### config.mk
export PLATFORM = sky130hd
export DESIGN_NAME = cra_channel_regs
export DESIGN_NICKNAME = d
export VERILOG_FILES = /design/src/rtl/cra_pkg.sv /design/src/rtl/cra_channel_regs.sv /design/src/rtl/cra_spi_port.sv
export SDC_FILE = /design/constraint.sdc
export NUM_CORES = 1
export LEC_CHECK = 0
export BUFFER_PORTS_ARGS = -buffer_cell sky130_fd_sc_hd__buf_2
export CORE_MARGIN = 5
export CORE_UTILIZATION = 30
export CTS_CLUSTER_DIAMETER = 50
export DETAILED_ROUTE_END_ITERATION = 10
export SLEW_MARGIN = 20
export SYNTH_ARGS = -nofsm -noshare
export SYNTH_HDL_FRONTEND = slang
export SYNTH_HIERARCHICAL = 1
export SYNTH_SLANG_ARGS = --single-unit
### constraint.sdc
create_clock -name clk -period 5.9 [get_ports clk]
set_clock_uncertainty 0.05 [all_clocks]
set_input_delay 1.18 -clock clk [delete_from_list [all_inputs] [get_ports clk]]
set_output_delay 1.18 -clock clk [all_outputs]
set_load 0.03 [all_outputs]
### src/rtl/cra_pkg.sv
// Purpose: constants and types of the channel register access layer
// Assumes: one channel, byte-wide host accesses, 11-bit channel addresses
// Notes: the EEPROM bank itself lives outside this block
//
// Functional notes
// - Lower byte writes park in write holding
// - Top byte write commits whole field at once
// - No top byte write, field keeps value
// - Lowest byte read mid-write returns live field value
// - Lowest byte read snapshots field to read holding
// - Later byte reads come from read holding
// - Writes mid-read overwrite read holding bytes
// - One write and one read holding per channel
// - Forty-bit writable frequency word over five bytes
// - Bank bit selects registers or EEPROM above zero
// - Bank select always at address zero
// - Registers reached only through channel serial port
// - Latched status bits clear on written one
// - Read-only fields ignore writes
package cra_pkg;

    ////////////////////////////////////////////////////////////////////////
    // Addresses
    localparam logic [10:0] CRA_BANK_ADDR = 11'h000;
    localparam int CRA_NCFG = 17;
    localparam logic [10:0] CRA_CFG_ADDR [0:16] = '{
        11'h009, 11'h00A, 11'h00B, 11'h00C, 11'h00D, 11'h00E, 11'h00F,
        11'h012, 11'h013, 11'h014, 11'h015, 11'h01B, 11'h01C, 11'h01D,
        11'h01E, 11'h01F, 11'h000};
    localparam logic [10:0] CRA_ID_LOW_ADDR = 11'h030;
    localparam logic [10:0] CRA_ID_HIGH_ADDR = 11'h031;
    localparam logic [10:0] CRA_PINCFG_ADDR = 11'h040;
    localparam logic [10:0] CRA_PINSR_ADDR = 11'h041;
    localparam logic [10:0] CRA_INTSUM_ADDR = 11'h042;
    localparam logic [10:0] CRA_GLOB_ADDR = 11'h043;
    localparam logic [10:0] CRA_ICSUM_ADDR = 11'h044;
    localparam logic [10:0] CRA_OCSUM_ADDR = 11'h045;
    localparam logic [10:0] CRA_ASUM_ADDR = 11'h046;
    localparam logic [10:0] CRA_DSUM_ADDR = 11'h047;
    localparam logic [10:0] CRA_ALOCK_ADDR = 11'h048;
    localparam logic [10:0] CRA_PRIO1_ADDR = 11'h049;
    localparam logic [10:0] CRA_PRIO2_ADDR = 11'h04A;
    localparam logic [10:0] CRA_MSR1_ADDR = 11'h04B;
    localparam logic [10:0] CRA_MSR2_ADDR = 11'h04C;
    localparam logic [10:0] CRA_PADJ_ADDR = 11'h04D;
    // Multibyte field bases, lowest byte first
    localparam logic [10:0] CRA_FZ_BASE = 11'h020;
    localparam logic [10:0] CRA_PH_BASE = 11'h025;
    localparam logic [10:0] CRA_MF_BASE = 11'h065;
    localparam logic [10:0] CRA_PS_BASE = 11'h07D;
    localparam logic [10:0] CRA_FZ_SPAN = 11'h004;
    localparam logic [10:0] CRA_W32_SPAN = 11'h003;
    localparam logic [2:0] CRA_FZ_LAST = 3'h4;
    localparam logic [2:0] CRA_W32_LAST = 3'h3;
    // Multibyte field codes
    localparam logic [2:0] CRA_MB_NONE = 3'h0;
    localparam logic [2:0] CRA_MB_FZ = 3'h1;
    localparam logic [2:0] CRA_MB_PH = 3'h2;
    localparam logic [2:0] CRA_MB_MF = 3'h3;
    localparam logic [2:0] CRA_MB_PS = 3'h4;

    ////////////////////////////////////////////////////////////////////////
    // Field positions and reset values
    localparam int CRA_LAT_ALK = 0;
    localparam int CRA_LAT_ALK2 = 1;
    localparam int CRA_LAT_RDY = 2;
    localparam int CRA_LAT_ADJ = 3;
    localparam int CRA_INTIE_BIT = 1;
    localparam logic [7:0] CRA_CFG_RST = 8'h00;
    localparam logic [3:0] CRA_IE_RST = 4'h0;

    ////////////////////////////////////////////////////////////////////////
    // Types
    typedef enum logic [2:0] {
        CRA_SP_HI = 3'b001,
        CRA_SP_LO = 3'b010,
        CRA_SP_DATA = 3'b100
    } cra_sp_t;

    typedef struct packed {
        logic wr;
        logic rd;
        logic [10:0] addr;
        logic [7:0] wdata;
    } cra_req_t;

    typedef struct packed {
        logic we;
        logic re;
        logic [10:0] addr;
        logic [7:0] wdata;
    } cra_ee_t;

    typedef struct packed {
        logic [7:0] cfg_pins;
        logic [3:0] pin_levels;
        logic [4:0] int_src;
        logic [7:0] glob;
        logic [2:0] ic_sum;
        logic [2:0] oc_sum;
        logic apll_sum;
        logic dpll_sum;
        logic alk;
        logic alk2;
        logic adlk;
        logic [7:0] prio1;
        logic [7:0] prio2;
        logic meas_ovfl;
        logic meas_busy;
        logic [10:0] meas;
        logic pa_busy;
        logic pa_armed;
        logic [3:0] ev;
        logic [31:0] meas_measured_frequency_word;
        logic [31:0] phase;
    } cra_stat_t;

    typedef struct packed {
        logic [2:0] id;
        logic [2:0] idx;
    } cra_mb_t;

    typedef struct packed {
        logic [2:0] cs_s;
        logic [2:0] sck_s;
        logic [2:0] mosi_s;
        cra_sp_t ph;
        logic [2:0] cnt;
        logic [6:0] sh_in;
        logic is_rd;
        logic [10:0] addr;
        logic [7:0] sh_out;
        logic load;
        logic oe;
        cra_req_t req;
    } cra_spi_t;

    typedef struct packed {
        logic bank;
        logic [16:0][7:0] cfg;
        logic intie;
        logic [3:0] ie;
        logic [3:0] lat;
        logic [39:0] fword;
        logic [31:0] pword;
        logic [39:0] wr_hold;
        logic [39:0] rd_hold;
        logic [7:0] rdata;
        logic ee_pend;
        cra_ee_t ee;
    } cra_reg_t;

endpackage

### src/rtl/cra_channel_regs.sv
// Purpose: per-channel register bank with multibyte holding registers
// Assumes: host accesses arrive one byte at a time from the serial port
// Notes: EEPROM answer is expected one clock after its read strobe
`timescale 1ns/10ps
module cra_channel_regs #(
    parameter logic [7:0] ID_LOW = 8'h5A,  // Arbitrary value
    parameter logic [7:0] ID_HIGH = 8'h01  // Arbitrary value
) (
    // Clock and reset
    input wire logic clk,
    input wire logic rst,
    // Serial host port
    input wire logic spi_sclk,
    input wire logic spi_cs_n,
    input wire logic spi_mosi,
    output logic spi_miso,
    output logic spi_miso_oe,
    // EEPROM bank
    input wire logic [7:0] ee_rdata,
    output cra_pkg::cra_ee_t ee,
    // Status from the clocking logic
    input wire cra_pkg::cra_stat_t st,
    // Control to the clocking logic
    output logic bank_select_bit,
    output logic [16:0][7:0] cfg_regs,
    output logic [39:0] writable_frequency_word,
    output logic [31:0] phase_offset_word
);
    import cra_pkg::*;

    cra_reg_t s_q, s_d;
    cra_req_t req;
    cra_mb_t mb;
    logic [39:0] live;
    logic [7:0] rdv;
    logic [3:0] clr;
    logic [2:0] last;
    logic int_now;

    ////////////////////////////////////////////////////////////////////////
    // Host port; the only way into this channel's registers
    cra_spi_port u_port (
        .clk(clk),
        .rst(rst),
        .spi_sclk(spi_sclk),
        .spi_cs_n(spi_cs_n),
        .spi_mosi(spi_mosi),
        .spi_miso(spi_miso),
        .spi_miso_oe(spi_miso_oe),
        .rdata(s_q.rdata),
        .req(req)
    );

    ////////////////////////////////////////////////////////////////////////
    // Which multibyte field, and which byte of it, an address hits
    function automatic cra_mb_t mb_decode(input logic [10:0] a);
        cra_mb_t m;
        m = '0;
        if (a >= CRA_FZ_BASE && a <= CRA_FZ_BASE + CRA_FZ_SPAN) begin
            m.id = CRA_MB_FZ;
            m.idx = 3'(a - CRA_FZ_BASE);
        end else if (a >= CRA_PH_BASE && a <= CRA_PH_BASE + CRA_W32_SPAN) begin
            m.id = CRA_MB_PH;
            m.idx = 3'(a - CRA_PH_BASE);
        end else if (a >= CRA_MF_BASE && a <= CRA_MF_BASE + CRA_W32_SPAN) begin
            m.id = CRA_MB_MF;
            m.idx = 3'(a - CRA_MF_BASE);
        end else if (a >= CRA_PS_BASE && a <= CRA_PS_BASE + CRA_W32_SPAN) begin
            m.id = CRA_MB_PS;
            m.idx = 3'(a - CRA_PS_BASE);
        end
        return m;
    endfunction

    ////////////////////////////////////////////////////////////////////////
    // Single-byte read mux; anything not listed reads zero
    always_comb begin
        int_now = s_q.intie & ((|(s_q.lat & s_q.ie)) | (|st.int_src));
        rdv = 8'h00;
        case (req.addr)
            CRA_ID_LOW_ADDR: rdv = ID_LOW;
            CRA_ID_HIGH_ADDR: rdv = ID_HIGH;
            CRA_PINCFG_ADDR: rdv = st.cfg_pins;
            CRA_PINSR_ADDR: rdv = {4'h0, st.pin_levels};
            CRA_INTSUM_ADDR: rdv = {1'b0, st.int_src, s_q.intie, int_now};
            CRA_GLOB_ADDR: rdv = st.glob;
            CRA_ICSUM_ADDR: rdv = {5'h00, st.ic_sum};
            CRA_OCSUM_ADDR: rdv = {5'h00, st.oc_sum};
            CRA_ASUM_ADDR: rdv = {7'h00, st.apll_sum};
            CRA_DSUM_ADDR: rdv = {7'h00, st.dpll_sum};
            CRA_ALOCK_ADDR: rdv = {1'b0, s_q.ie[CRA_LAT_ALK2],
                s_q.lat[CRA_LAT_ALK2], st.alk2, st.adlk,
                s_q.ie[CRA_LAT_ALK], s_q.lat[CRA_LAT_ALK], st.alk};
            CRA_PRIO1_ADDR: rdv = st.prio1;
            CRA_PRIO2_ADDR: rdv = st.prio2;
            CRA_MSR1_ADDR: rdv = {1'b0, st.meas_ovfl, s_q.ie[CRA_LAT_RDY],
                s_q.lat[CRA_LAT_RDY], st.meas_busy, st.meas[10:8]};
            CRA_MSR2_ADDR: rdv = st.meas[7:0];
            CRA_PADJ_ADDR: rdv = {4'h0, s_q.ie[CRA_LAT_ADJ],
                s_q.lat[CRA_LAT_ADJ], st.pa_busy, st.pa_armed};
            default: rdv = 8'h00;
        endcase
        for (int i = 0; i < CRA_NCFG - 1; i++) begin
            if (req.addr == CRA_CFG_ADDR[i]) begin
                rdv = s_q.cfg[i];
            end
        end
    end

    ////////////////////////////////////////////////////////////////////////
    // Access handling: one read holding is shared by every multibyte field and one write
    // holding by the two writable ones, so interleaved sequences corrupt each other
    always_comb begin
        s_d = s_q;
        clr = 4'h0;
        mb = mb_decode(req.addr);
        last = (mb.id == CRA_MB_FZ) ? CRA_FZ_LAST : CRA_W32_LAST;
        case (mb.id)
            CRA_MB_FZ: live = s_q.fword;
            CRA_MB_PH: live = {8'h00, s_q.pword};
            CRA_MB_MF: live = {8'h00, st.meas_measured_frequency_word};
            CRA_MB_PS: live = {8'h00, st.phase};
            default: live = 40'h00_0000_0000;
        endcase
        s_d.ee.we = 1'b0;
        s_d.ee.re = 1'b0;
        s_d.ee_pend = 1'b0;
        // EEPROM data returns one clock after its strobe
        if (s_q.ee_pend) begin
            s_d.rdata = ee_rdata;
        end
        if (req.rd || req.wr) begin
            if (req.addr == CRA_BANK_ADDR) begin
                // Reachable in either bank
                if (req.wr) begin
                    s_d.bank = req.wdata[0];
                end
                if (req.rd) begin
                    s_d.rdata = {7'h00, s_q.bank};
                end
            end else if (s_q.bank) begin
                // Upper space goes to the EEPROM instead
                s_d.ee.we = req.wr;
                s_d.ee.re = req.rd;
                s_d.ee.addr = req.addr;
                s_d.ee.wdata = req.wdata;
                s_d.ee_pend = req.rd;
            end else if (mb.id != CRA_MB_NONE) begin
                if (req.rd && mb.idx == 3'h0) begin
                    // First byte snapshots the live field
                    s_d.rd_hold = live;
                    s_d.rdata = live[7:0];
                end else if (req.rd) begin
                    s_d.rdata = s_q.rd_hold[{mb.idx, 3'b000} +: 8];
                end
                // Measured words are read only
                if (req.wr && (mb.id == CRA_MB_FZ || mb.id == CRA_MB_PH)) begin
                    s_d.rd_hold[{mb.idx, 3'b000} +: 8] = req.wdata;
                    // Live words move only here, on the top byte
                    if (mb.idx == last && mb.id == CRA_MB_FZ) begin
                        s_d.fword = {req.wdata, s_q.wr_hold[31:0]};
                    end else if (mb.idx == last) begin
                        s_d.pword = {req.wdata, s_q.wr_hold[23:0]};
                    end else begin
                        s_d.wr_hold[{mb.idx, 3'b000} +: 8] = req.wdata;
                    end
                end
            end else begin
                if (req.rd) begin
                    s_d.rdata = rdv;
                end
                if (req.wr) begin
                    // Only writable bits are touched
                    case (req.addr)
                        CRA_INTSUM_ADDR: begin
                            s_d.intie = req.wdata[CRA_INTIE_BIT];
                        end
                        CRA_ALOCK_ADDR: begin
                            s_d.ie[CRA_LAT_ALK2] = req.wdata[6];
                            s_d.ie[CRA_LAT_ALK] = req.wdata[2];
                            clr[CRA_LAT_ALK2] = req.wdata[5];
                            clr[CRA_LAT_ALK] = req.wdata[1];
                        end
                        CRA_MSR1_ADDR: begin
                            s_d.ie[CRA_LAT_RDY] = req.wdata[5];
                            clr[CRA_LAT_RDY] = req.wdata[4];
                        end
                        CRA_PADJ_ADDR: begin
                            s_d.ie[CRA_LAT_ADJ] = req.wdata[3];
                            clr[CRA_LAT_ADJ] = req.wdata[2];
                        end
                        default: clr = 4'h0;
                    endcase
                    for (int i = 0; i < CRA_NCFG - 1; i++) begin
                        if (req.addr == CRA_CFG_ADDR[i]) begin
                            s_d.cfg[i] = req.wdata;
                        end
                    end
                end
            end
        end
        // A new event wins over a clear in the same clock
        s_d.lat = (s_q.lat & ~clr) | st.ev;
    end

    always_ff @(posedge clk) begin
        if (rst) begin
            s_q <= '0;
            s_q.cfg <= {CRA_NCFG{CRA_CFG_RST}};
            s_q.ie <= CRA_IE_RST;
        end else begin
            s_q <= s_d;
        end
    end

    ////////////////////////////////////////////////////////////////////////
    // Outputs straight from the state flops
    assign ee = s_q.ee;
    assign bank_select_bit = s_q.bank;
    assign cfg_regs = s_q.cfg;
    assign writable_frequency_word = s_q.fword;
    assign phase_offset_word = s_q.pword;

    logic acc_reg, fz_low_wr, fz_top_wr, fz0_rd, fz1_rd, ph1_wr;
    assign acc_reg = !s_q.bank && req.addr != CRA_BANK_ADDR;
    assign fz_low_wr = acc_reg && req.wr && req.addr >= CRA_FZ_BASE
        && req.addr < CRA_FZ_BASE + CRA_FZ_SPAN;
    assign fz_top_wr = acc_reg && req.wr
        && req.addr == CRA_FZ_BASE + CRA_FZ_SPAN;
    assign fz0_rd = acc_reg && req.rd && req.addr == CRA_FZ_BASE;
    assign fz1_rd = acc_reg && req.rd && req.addr == CRA_FZ_BASE + 11'h001;
    assign ph1_wr = acc_reg && req.wr && req.addr == CRA_PH_BASE + 11'h001;
endmodule

### src/rtl/cra_spi_port.sv
// Purpose: serial host port, mode 0, turned into byte accesses
// Assumes: sclk at most clk/12; header is two bytes then data bytes
// Notes: address auto-increments after each data byte
`timescale 1ns/10ps
module cra_spi_port (
    // Clock and reset
    input wire logic clk,
    input wire logic rst,
    // Serial pins
    input wire logic spi_sclk,
    input wire logic spi_cs_n,
    input wire logic spi_mosi,
    output logic spi_miso,
    output logic spi_miso_oe,
    // Register side
    input wire logic [7:0] rdata,
    output cra_pkg::cra_req_t req
);
    import cra_pkg::*;

    cra_spi_t s_q, s_d;
    logic rise, fall;
    logic [7:0] byte_in;

    ////////////////////////////////////////////////////////////////////////
    // Pins pass two flops; edges come from the second and third stages
    always_comb begin
        s_d = s_q;
        s_d.cs_s = {s_q.cs_s[1:0], spi_cs_n};
        s_d.sck_s = {s_q.sck_s[1:0], spi_sclk};
        s_d.mosi_s = {s_q.mosi_s[1:0], spi_mosi};
        rise = s_q.sck_s[1] & ~s_q.sck_s[2];
        fall = ~s_q.sck_s[1] & s_q.sck_s[2];
        byte_in = {s_q.sh_in, s_q.mosi_s[1]};
        s_d.req = '0;
        if (s_q.cs_s[1]) begin
            s_d.ph = CRA_SP_HI;
            s_d.cnt = 3'h0;
            s_d.oe = 1'b0;
            s_d.load = 1'b0;
        end else if (rise) begin
            s_d.sh_in = byte_in[6:0];
            s_d.cnt = s_q.cnt + 3'h1;
            if (s_q.cnt == 3'h7) begin
                case (s_q.ph)
                    CRA_SP_HI: begin
                        s_d.is_rd = byte_in[7];
                        s_d.addr = {byte_in[2:0], 8'h00};
                        s_d.ph = CRA_SP_LO;
                    end
                    CRA_SP_LO: begin
                        s_d.addr = {s_q.addr[10:8], byte_in};
                        s_d.ph = CRA_SP_DATA;
                        s_d.req.rd = s_q.is_rd;
                        s_d.req.addr = {s_q.addr[10:8], byte_in};
                        s_d.load = s_q.is_rd;
                    end
                    CRA_SP_DATA: begin
                        // Reads prefetch the next byte; writes post this one
                        s_d.addr = s_q.addr + 11'h001;
                        s_d.req.rd = s_q.is_rd;
                        s_d.req.wr = ~s_q.is_rd;
                        s_d.req.addr = s_q.is_rd ? s_q.addr + 11'h001
                                                 : s_q.addr;
                        s_d.req.wdata = byte_in;
                        s_d.load = s_q.is_rd;
                    end
                    default: s_d.ph = CRA_SP_HI;
                endcase
            end
        end else if (fall) begin
            // Answer is ready several clocks before this edge
            if (s_q.load) begin
                s_d.sh_out = rdata;
                s_d.load = 1'b0;
                s_d.oe = 1'b1;
            end else begin
                s_d.sh_out = {s_q.sh_out[6:0], 1'b0};
            end
        end
    end

    always_ff @(posedge clk) begin
        if (rst) begin
            s_q <= '0;
            s_q.cs_s <= 3'h7;
            s_q.ph <= CRA_SP_HI;
        end else begin
            s_q <= s_d;
        end
    end

    assign spi_miso = s_q.sh_out[7];
    assign spi_miso_oe = s_q.oe;
    assign req = s_q.req;

endmodule

## Word-level counts from Yosys, hierarchy flattened

Index checks and enable logic that the tools add are counted.

- Logic and storage cells: 246
- Register bits after elaboration: 382
- Output and inout port bits: 232

- Add/sub/neg operators: 7
- Reductions and logical operators: 56
- Shift-type cells: 3
- Equal/unequal tests: 43
- Bitwise operators: 22
- Multiplexer cells: 60
- Magnitude comparators: 8

Operators by type and width:

| kind | count |
|---|---|
| $mux W40 | 6 |
| $mux W8 | 25 |
| $pmux W40 S4 | 1 |
| $eq A11 B7 Y1 const B | 14 |
| $pmux W8 S16 | 1 |
| $reduce_and A6 Y1 | 21 |
| $eq A11 B5 Y1 const B | 9 |
| $bwmux W40 | 2 |
| $eq A11 B4 Y1 const B | 7 |
| $mux W22 | 2 |
| $shift A8 B8 Y40 const A | 1 |
| $shiftx A40 B7 Y8 | 1 |
| $shiftx A8 B8 Y40 | 1 |
| $pmux W11 S3 | 1 |
| $mux W30 | 1 |
| $mux W6 | 4 |
| $pmux W12 S2 | 1 |
| $eq A11 B6 Y1 const B | 2 |
| $ge A11 B6 Y1 const B | 2 |
| $ge A11 B7 Y1 const B | 2 |
| $le A11 B6 Y1 const B | 2 |
| $mux W4 | 5 |
| $reduce_and A3 Y1 | 6 |
| $not A1 Y1 | 14 |
| 35 further kinds | 68 |

## Logic depth before layout (Yosys ltp)

- Depth in word-level cells: 26
- Mapped depth: 21

## Hierarchy

Netlist, hierarchy kept.

Modules (own cells, without submodules):

| module | cells each | seq. area each (um2) | instances | area an instance (um2) |
|---|---|---|---|---|
| cra_channel_regs | 2,403 | 6,226.0 | 1 | 17,971.0 |
| cra_spi_port | 348 | 1,261.2 | 1 | 2,970.3 |

## Worst setup path after synthesis

Ideal clock, no wire load.

- Path type: reg2reg
- From: register u_port.s_q, in the netlist u_port/req[15]
- To: register s_q[27] (netlist bit)
- Arrival: 4.241 ns
- Cell stages (with the launch flop): 19
- Setup time: 0.127 ns
- Slack: 1.483 ns
- Data required time: 5.723 ns
- Clock period less this slack: 4.417 ns
- Cell sequence: dfxtp_1 buf_4 buf_6 or4_4 buf_6 a2111oi_4 o31ai_2 a41oi_4 buf_6 inv_1 ha_1 ha_1 clkbuf_1 and2_1 o21ai_1 a21oi_1 or3b_2 and4b_1 o32ai_1

- Cells in the longest elaborated chain, start to end: 23
- Elaborated cells on any way between the ends: 82
- Those cells by class: order compare: 8; eq/ne: 36; shift: 1; mux: 29; reduce/logical: 8

RTL lines:

| what | RTL line | source |
|---|---|---|
| from (decl) | cra_spi_port.sv:21 | `cra_spi_t s_q, s_d;` |
| $eq A11 B7 Y1 / $eq A11 B6 Y1 (equally long branches) | cra_channel_regs.sv:80 | `case (req.addr)` |
| $pmux W8 S16 | cra_channel_regs.sv:80 |  |
| $mux W8 (16 in a row) | cra_channel_regs.sv:104 | `if (req.addr == CRA_CFG_ADDR[i]) begin` |
| $mux W8 | cra_channel_regs.sv:169 | `if (req.rd) begin` |
| $mux W8 | cra_channel_regs.sv:148 | `end else if (mb.id != CRA_MB_NONE) begin` |
| $mux W8 | cra_channel_regs.sv:141 | `end else if (s_q.bank) begin` |
| $mux W8 * | cra_channel_regs.sv:133 | `if (req.addr == CRA_BANK_ADDR) begin` |
| $mux W30 * | cra_channel_regs.sv:132 | `if (req.rd \|\| req.wr) begin` |
| to (decl) | cra_channel_regs.sv:31 | `cra_reg_t s_q, s_d;` |

Mark *: on every way between the ends. The rest lies on a longest branch, timed or not.
A chain may end at the register's enable or synchronous reset.

## Final worst setup path

- From: register u_port.s_q, in the netlist u_port/req[8]
- To: register s_q[27] (netlist bit)

The elaborated chain is that of the path after synthesis.

==> impl_metrics.csv <==
group,metric,value,unit
cts,hold_buffers,0,
yosys,synth-edff-count,0,
floorplanning,die_x,274,um
power,peakVddDrop,0.000176,V
yosys,ys_async_sr_fraction,0,%
drt,drtIter0Drc,2859,
cts,clk_latency,0.61,ns
drt,vias_per_cell,5.55,
cts,cts-root-buf,"clkbuf_16",
setup_path,crit_arrival,5.36,ns
yosys,synth.avg_cell_area,7.61,um2
setup_path,critPathKind,"flop to flop",
yosys,yosys_warnings,6,
sta,drv_slew,0,
power,p_leak,8.46,nW
setup_path,r2r_cells,17,
sta,slew_headroom,20.8,%
cts,path_clk_slew,0.06,ns
yosys,synth_flop_cell,"dfxtp_1",
sta,fin_crit,4.96,ns
final_layout,fill_cells,7399,
drt,wl_per_cell,23.2,um
drt,vias,20714,
setup_path,worstReg2RegStart,"u_port/req[8]",
yosys,ys_seq_area_share,35.8,%
sta,hold_viol,0,
drt,detail-route-antenna-nets,0,
floorplanning,start_util,30.4,%
sta,holdWs,0.366,ns
cts,tritoncts,"done",
sta,fin_crit_sh,84.1,%
yosys,synth_top_area_share,35.8,%
yosys,syn_inst,2751,
power,power.density,249,nW/um2
run_status,status,"completed",
min_path,hp-class,"flop to flop",
yosys,synth_area_leaders,"dfxtp_1 (36%), nand2_1 (9.2%), buf_4 (9.1%), a21oi_1 (7.6%), mux2i_1 (3.9%)",
cts,cts_setup_buffers,0,
cts,clkSinkCount,374,
cts,cts_resized,0,
setup_path,worstPathRequired,6.29,ns
drt,first_pass_iters,9,
drt,wl,86600,um
grt,grt_start_max_net_pins,139,
sta,setup_viol_count_final,0,
place,gp_congestion,1.01,
setup_path,start_kind,"flop",
drt,drc,0,
yosys,synth-seq-cells,374,
place,dpl.hpwl,61600,um
setup_path,end_kind,"flop",
floorplanning,ioPinCount,380,
setup_path,startpoint,"u_port/req[8]",
sta,rsz0062_at_grt,"no",
final_layout,final_nets,2925,
final_layout,drive_gt1_share,19.9,%
run,cap_violations,0,
yosys,yosys.area.top_type,"dfxtp_1",
grt,grt_usage,21.6,%
min_path,hp-start,"u_port/s_d[63]",
cts,htreeDepth,2,
yosys,synth_cell_types,93,
final_layout,syn2layout_area_growth,11.6,%
min_path,whs_path_depth,1,
sta,fmax,202,MHz
setup_path,crit_fanout,29,
yosys,syn_area,20900,um2
sta,tightest_slew,1.19,ns
grt,grt_pass1_vias,18762,
floorplanning,dieArea,75200,um2
place,io_buffers,371,
floorplanning,core_area,68900,um2
grt,gr-total-overflow,0,
floorplanning,die_h,274,um
cts,cts_max_path_buffers,3,
cts,cts_buffers,48,
sta,setup_tns,0,ns
floorplanning,num_rows,96,
grt,antenna_found_initial,2,
grt,grt_first_pass_wirelength,126000,um
[critical path, stage by stage (launching register included)]
cell	delay [ns]
dfxtp_1	0.30
buf_4	0.21
inv_1	0.25
ha_1	0.19
buf_4	0.34
nand2b_1	0.18
a2111oi_4	0.60
o31ai_2	0.28
a41oi_4	0.28
inv_1	0.11
ha_1	0.21
ha_1	0.30
and2_2	0.21
o21ai_1	0.34
a21oi_1	0.16
or3b_2	0.49
and4b_1	0.25
o32ai_1	0.09
[final cells by class]
| type | instances | area [um2] | area share (%) |
|---|---|---|---|
| tap | 931 | 1160 | 4.98 |
| sequential | 374 | 7490 | 32.0 |
| multi-input combinational | 1885 | 10600 | 45.4 |
| timing repair buffer | 422 | 2260 | 9.68 |
| clock inverter | 23 | 375 | 1.61 |
| inverter | 33 | 124 | 0.530 |
| clock buffer | 64 | 1330 | 5.70 |
| antenna | 1 | 2.50 | 0.0107 |
[Yosys cell counts, types with 15 or more instances]
master / instances
nor3_1: 35
buf_4: 254
and3_1: 28
a31oi_1: 27
nand4_1: 31
o211ai_1: 45
buf_1: 19
a311oi_1: 18
inv_1: 32
a221oi_1: 20
buf_2: 20
nand3_1: 95
a22oi_1: 25
a21oi_1: 316
a222oi_1: 36
a211oi_1: 16
and2_1: 18
o21ai_0: 106
nor4_1: 15
mux2i_1: 82
nand2_1: 514
o22ai_1: 24
clkbuf_1: 168
nor2_1: 178
dfxtp_1: 374
[sequential cells by signal, summed over array words and instances (netlist names)]
name                     count
s_q                         89
phase_offset_word           32
bank_select_bit              1
u_port/s_q                  27
u_port/s_d                   5
u_port/req                  21
writable_frequency_word     40
ee                          21
u_port/spi_miso              1
u_port/byte_in               8
cfg_regs                   128
u_port/spi_miso_oe           1
[through the flow]
stage | util, % | setup slack (ns) | std cells | instance area (um2) | power [mW]
after floorplan | - | 1.48 | 2758 | 21000 | 2.65
after global placement | 31.4 | 1.09 | 3643 | 21600 | 2.71
after detailed placement | 31.4 | 1.04 | 3643 | 21600 | 2.71
after CTS | 33.9 | 1.03 | 3730 | 23400 | 5.85
after global routing | 33.9 | 0.698 | 3733 | 23400 | 5.98
final | 33.9 | 0.937 | 3733 | 23400 | 5.81
[placed cells by master (no fill, tap or decap), types with 9 or more instances in the layout]
master / n
a22oi_1: 25
nor3_1: 33
clkbuf_1: 9
a311oi_1: 18
nor2b_1: 14
buf_2: 370
or3_1: 14
inv_1: 32
o31ai_1: 11
ha_1: 12
o22ai_1: 24
and2_1: 17
or2_2: 12
buf_4: 48
a222oi_1: 36
o21ai_0: 106
a21oi_1: 316
nand2_1: 514
a211oi_1: 16
clkbuf_16: 48
and3_1: 28
nor4_1: 14
nand3_1: 95
nand4_1: 31
o211ai_1: 45
nand2b_1: 14
a31oi_1: 27
a221oi_1: 20
nor2_1: 176
dfxtp_1: 372
mux2i_1: 82
a21o_1: 9
[metal layers]
metal / global-route usage (%) / up-vias / wire length [um] / part of all wire [%]
met5: 0 / - / 13 / 0.015
met4: 7.27 / 2 / 3190 / 3.7
met3: 6.15 / 174 / 8490 / 9.8
met2: 32.6 / 1073 / 37800 / 44
met1: 29.6 / 9916 / 37100 / 43
li1: - / 9549 / - / -
[final timing paths]
check | slack [ns] | endpoint
worst max-delay path | 0.94 | s_q[27]
worst min-delay path | 0.37 | u_port/s_d[64]
worst max register to register | 0.94 | s_q[27]
worst min register to register | 0.37 | u_port/s_d[64]
[power by group]
group	switching, mW	internal, mW
clock network	1.21	1.95
registers	0.00512	2.53
logic	0.0786	0.0461
[cells by family (layout without fill, tap and decap cells)]
| family | Yosys count | in the layout | synth area share, % |
|---|---|---|---|
| simple gates | 1025 | 1025 | 22.3 |
| compound gates | 744 | 744 | 22.9 |
| buf+inv | 499 | 542 | 13.8 |
| flops | 374 | 374 | 35.8 |
| mux | 88 | 88 | 4.24 |
| fa+ha+maj | 13 | 13 | 0.777 |
| xor+xnor | 7 | 7 | 0.293 |
| other cells | 1 | 9 | 0.0179 |
Note: power is estimated with default switching activity, not from simulation.
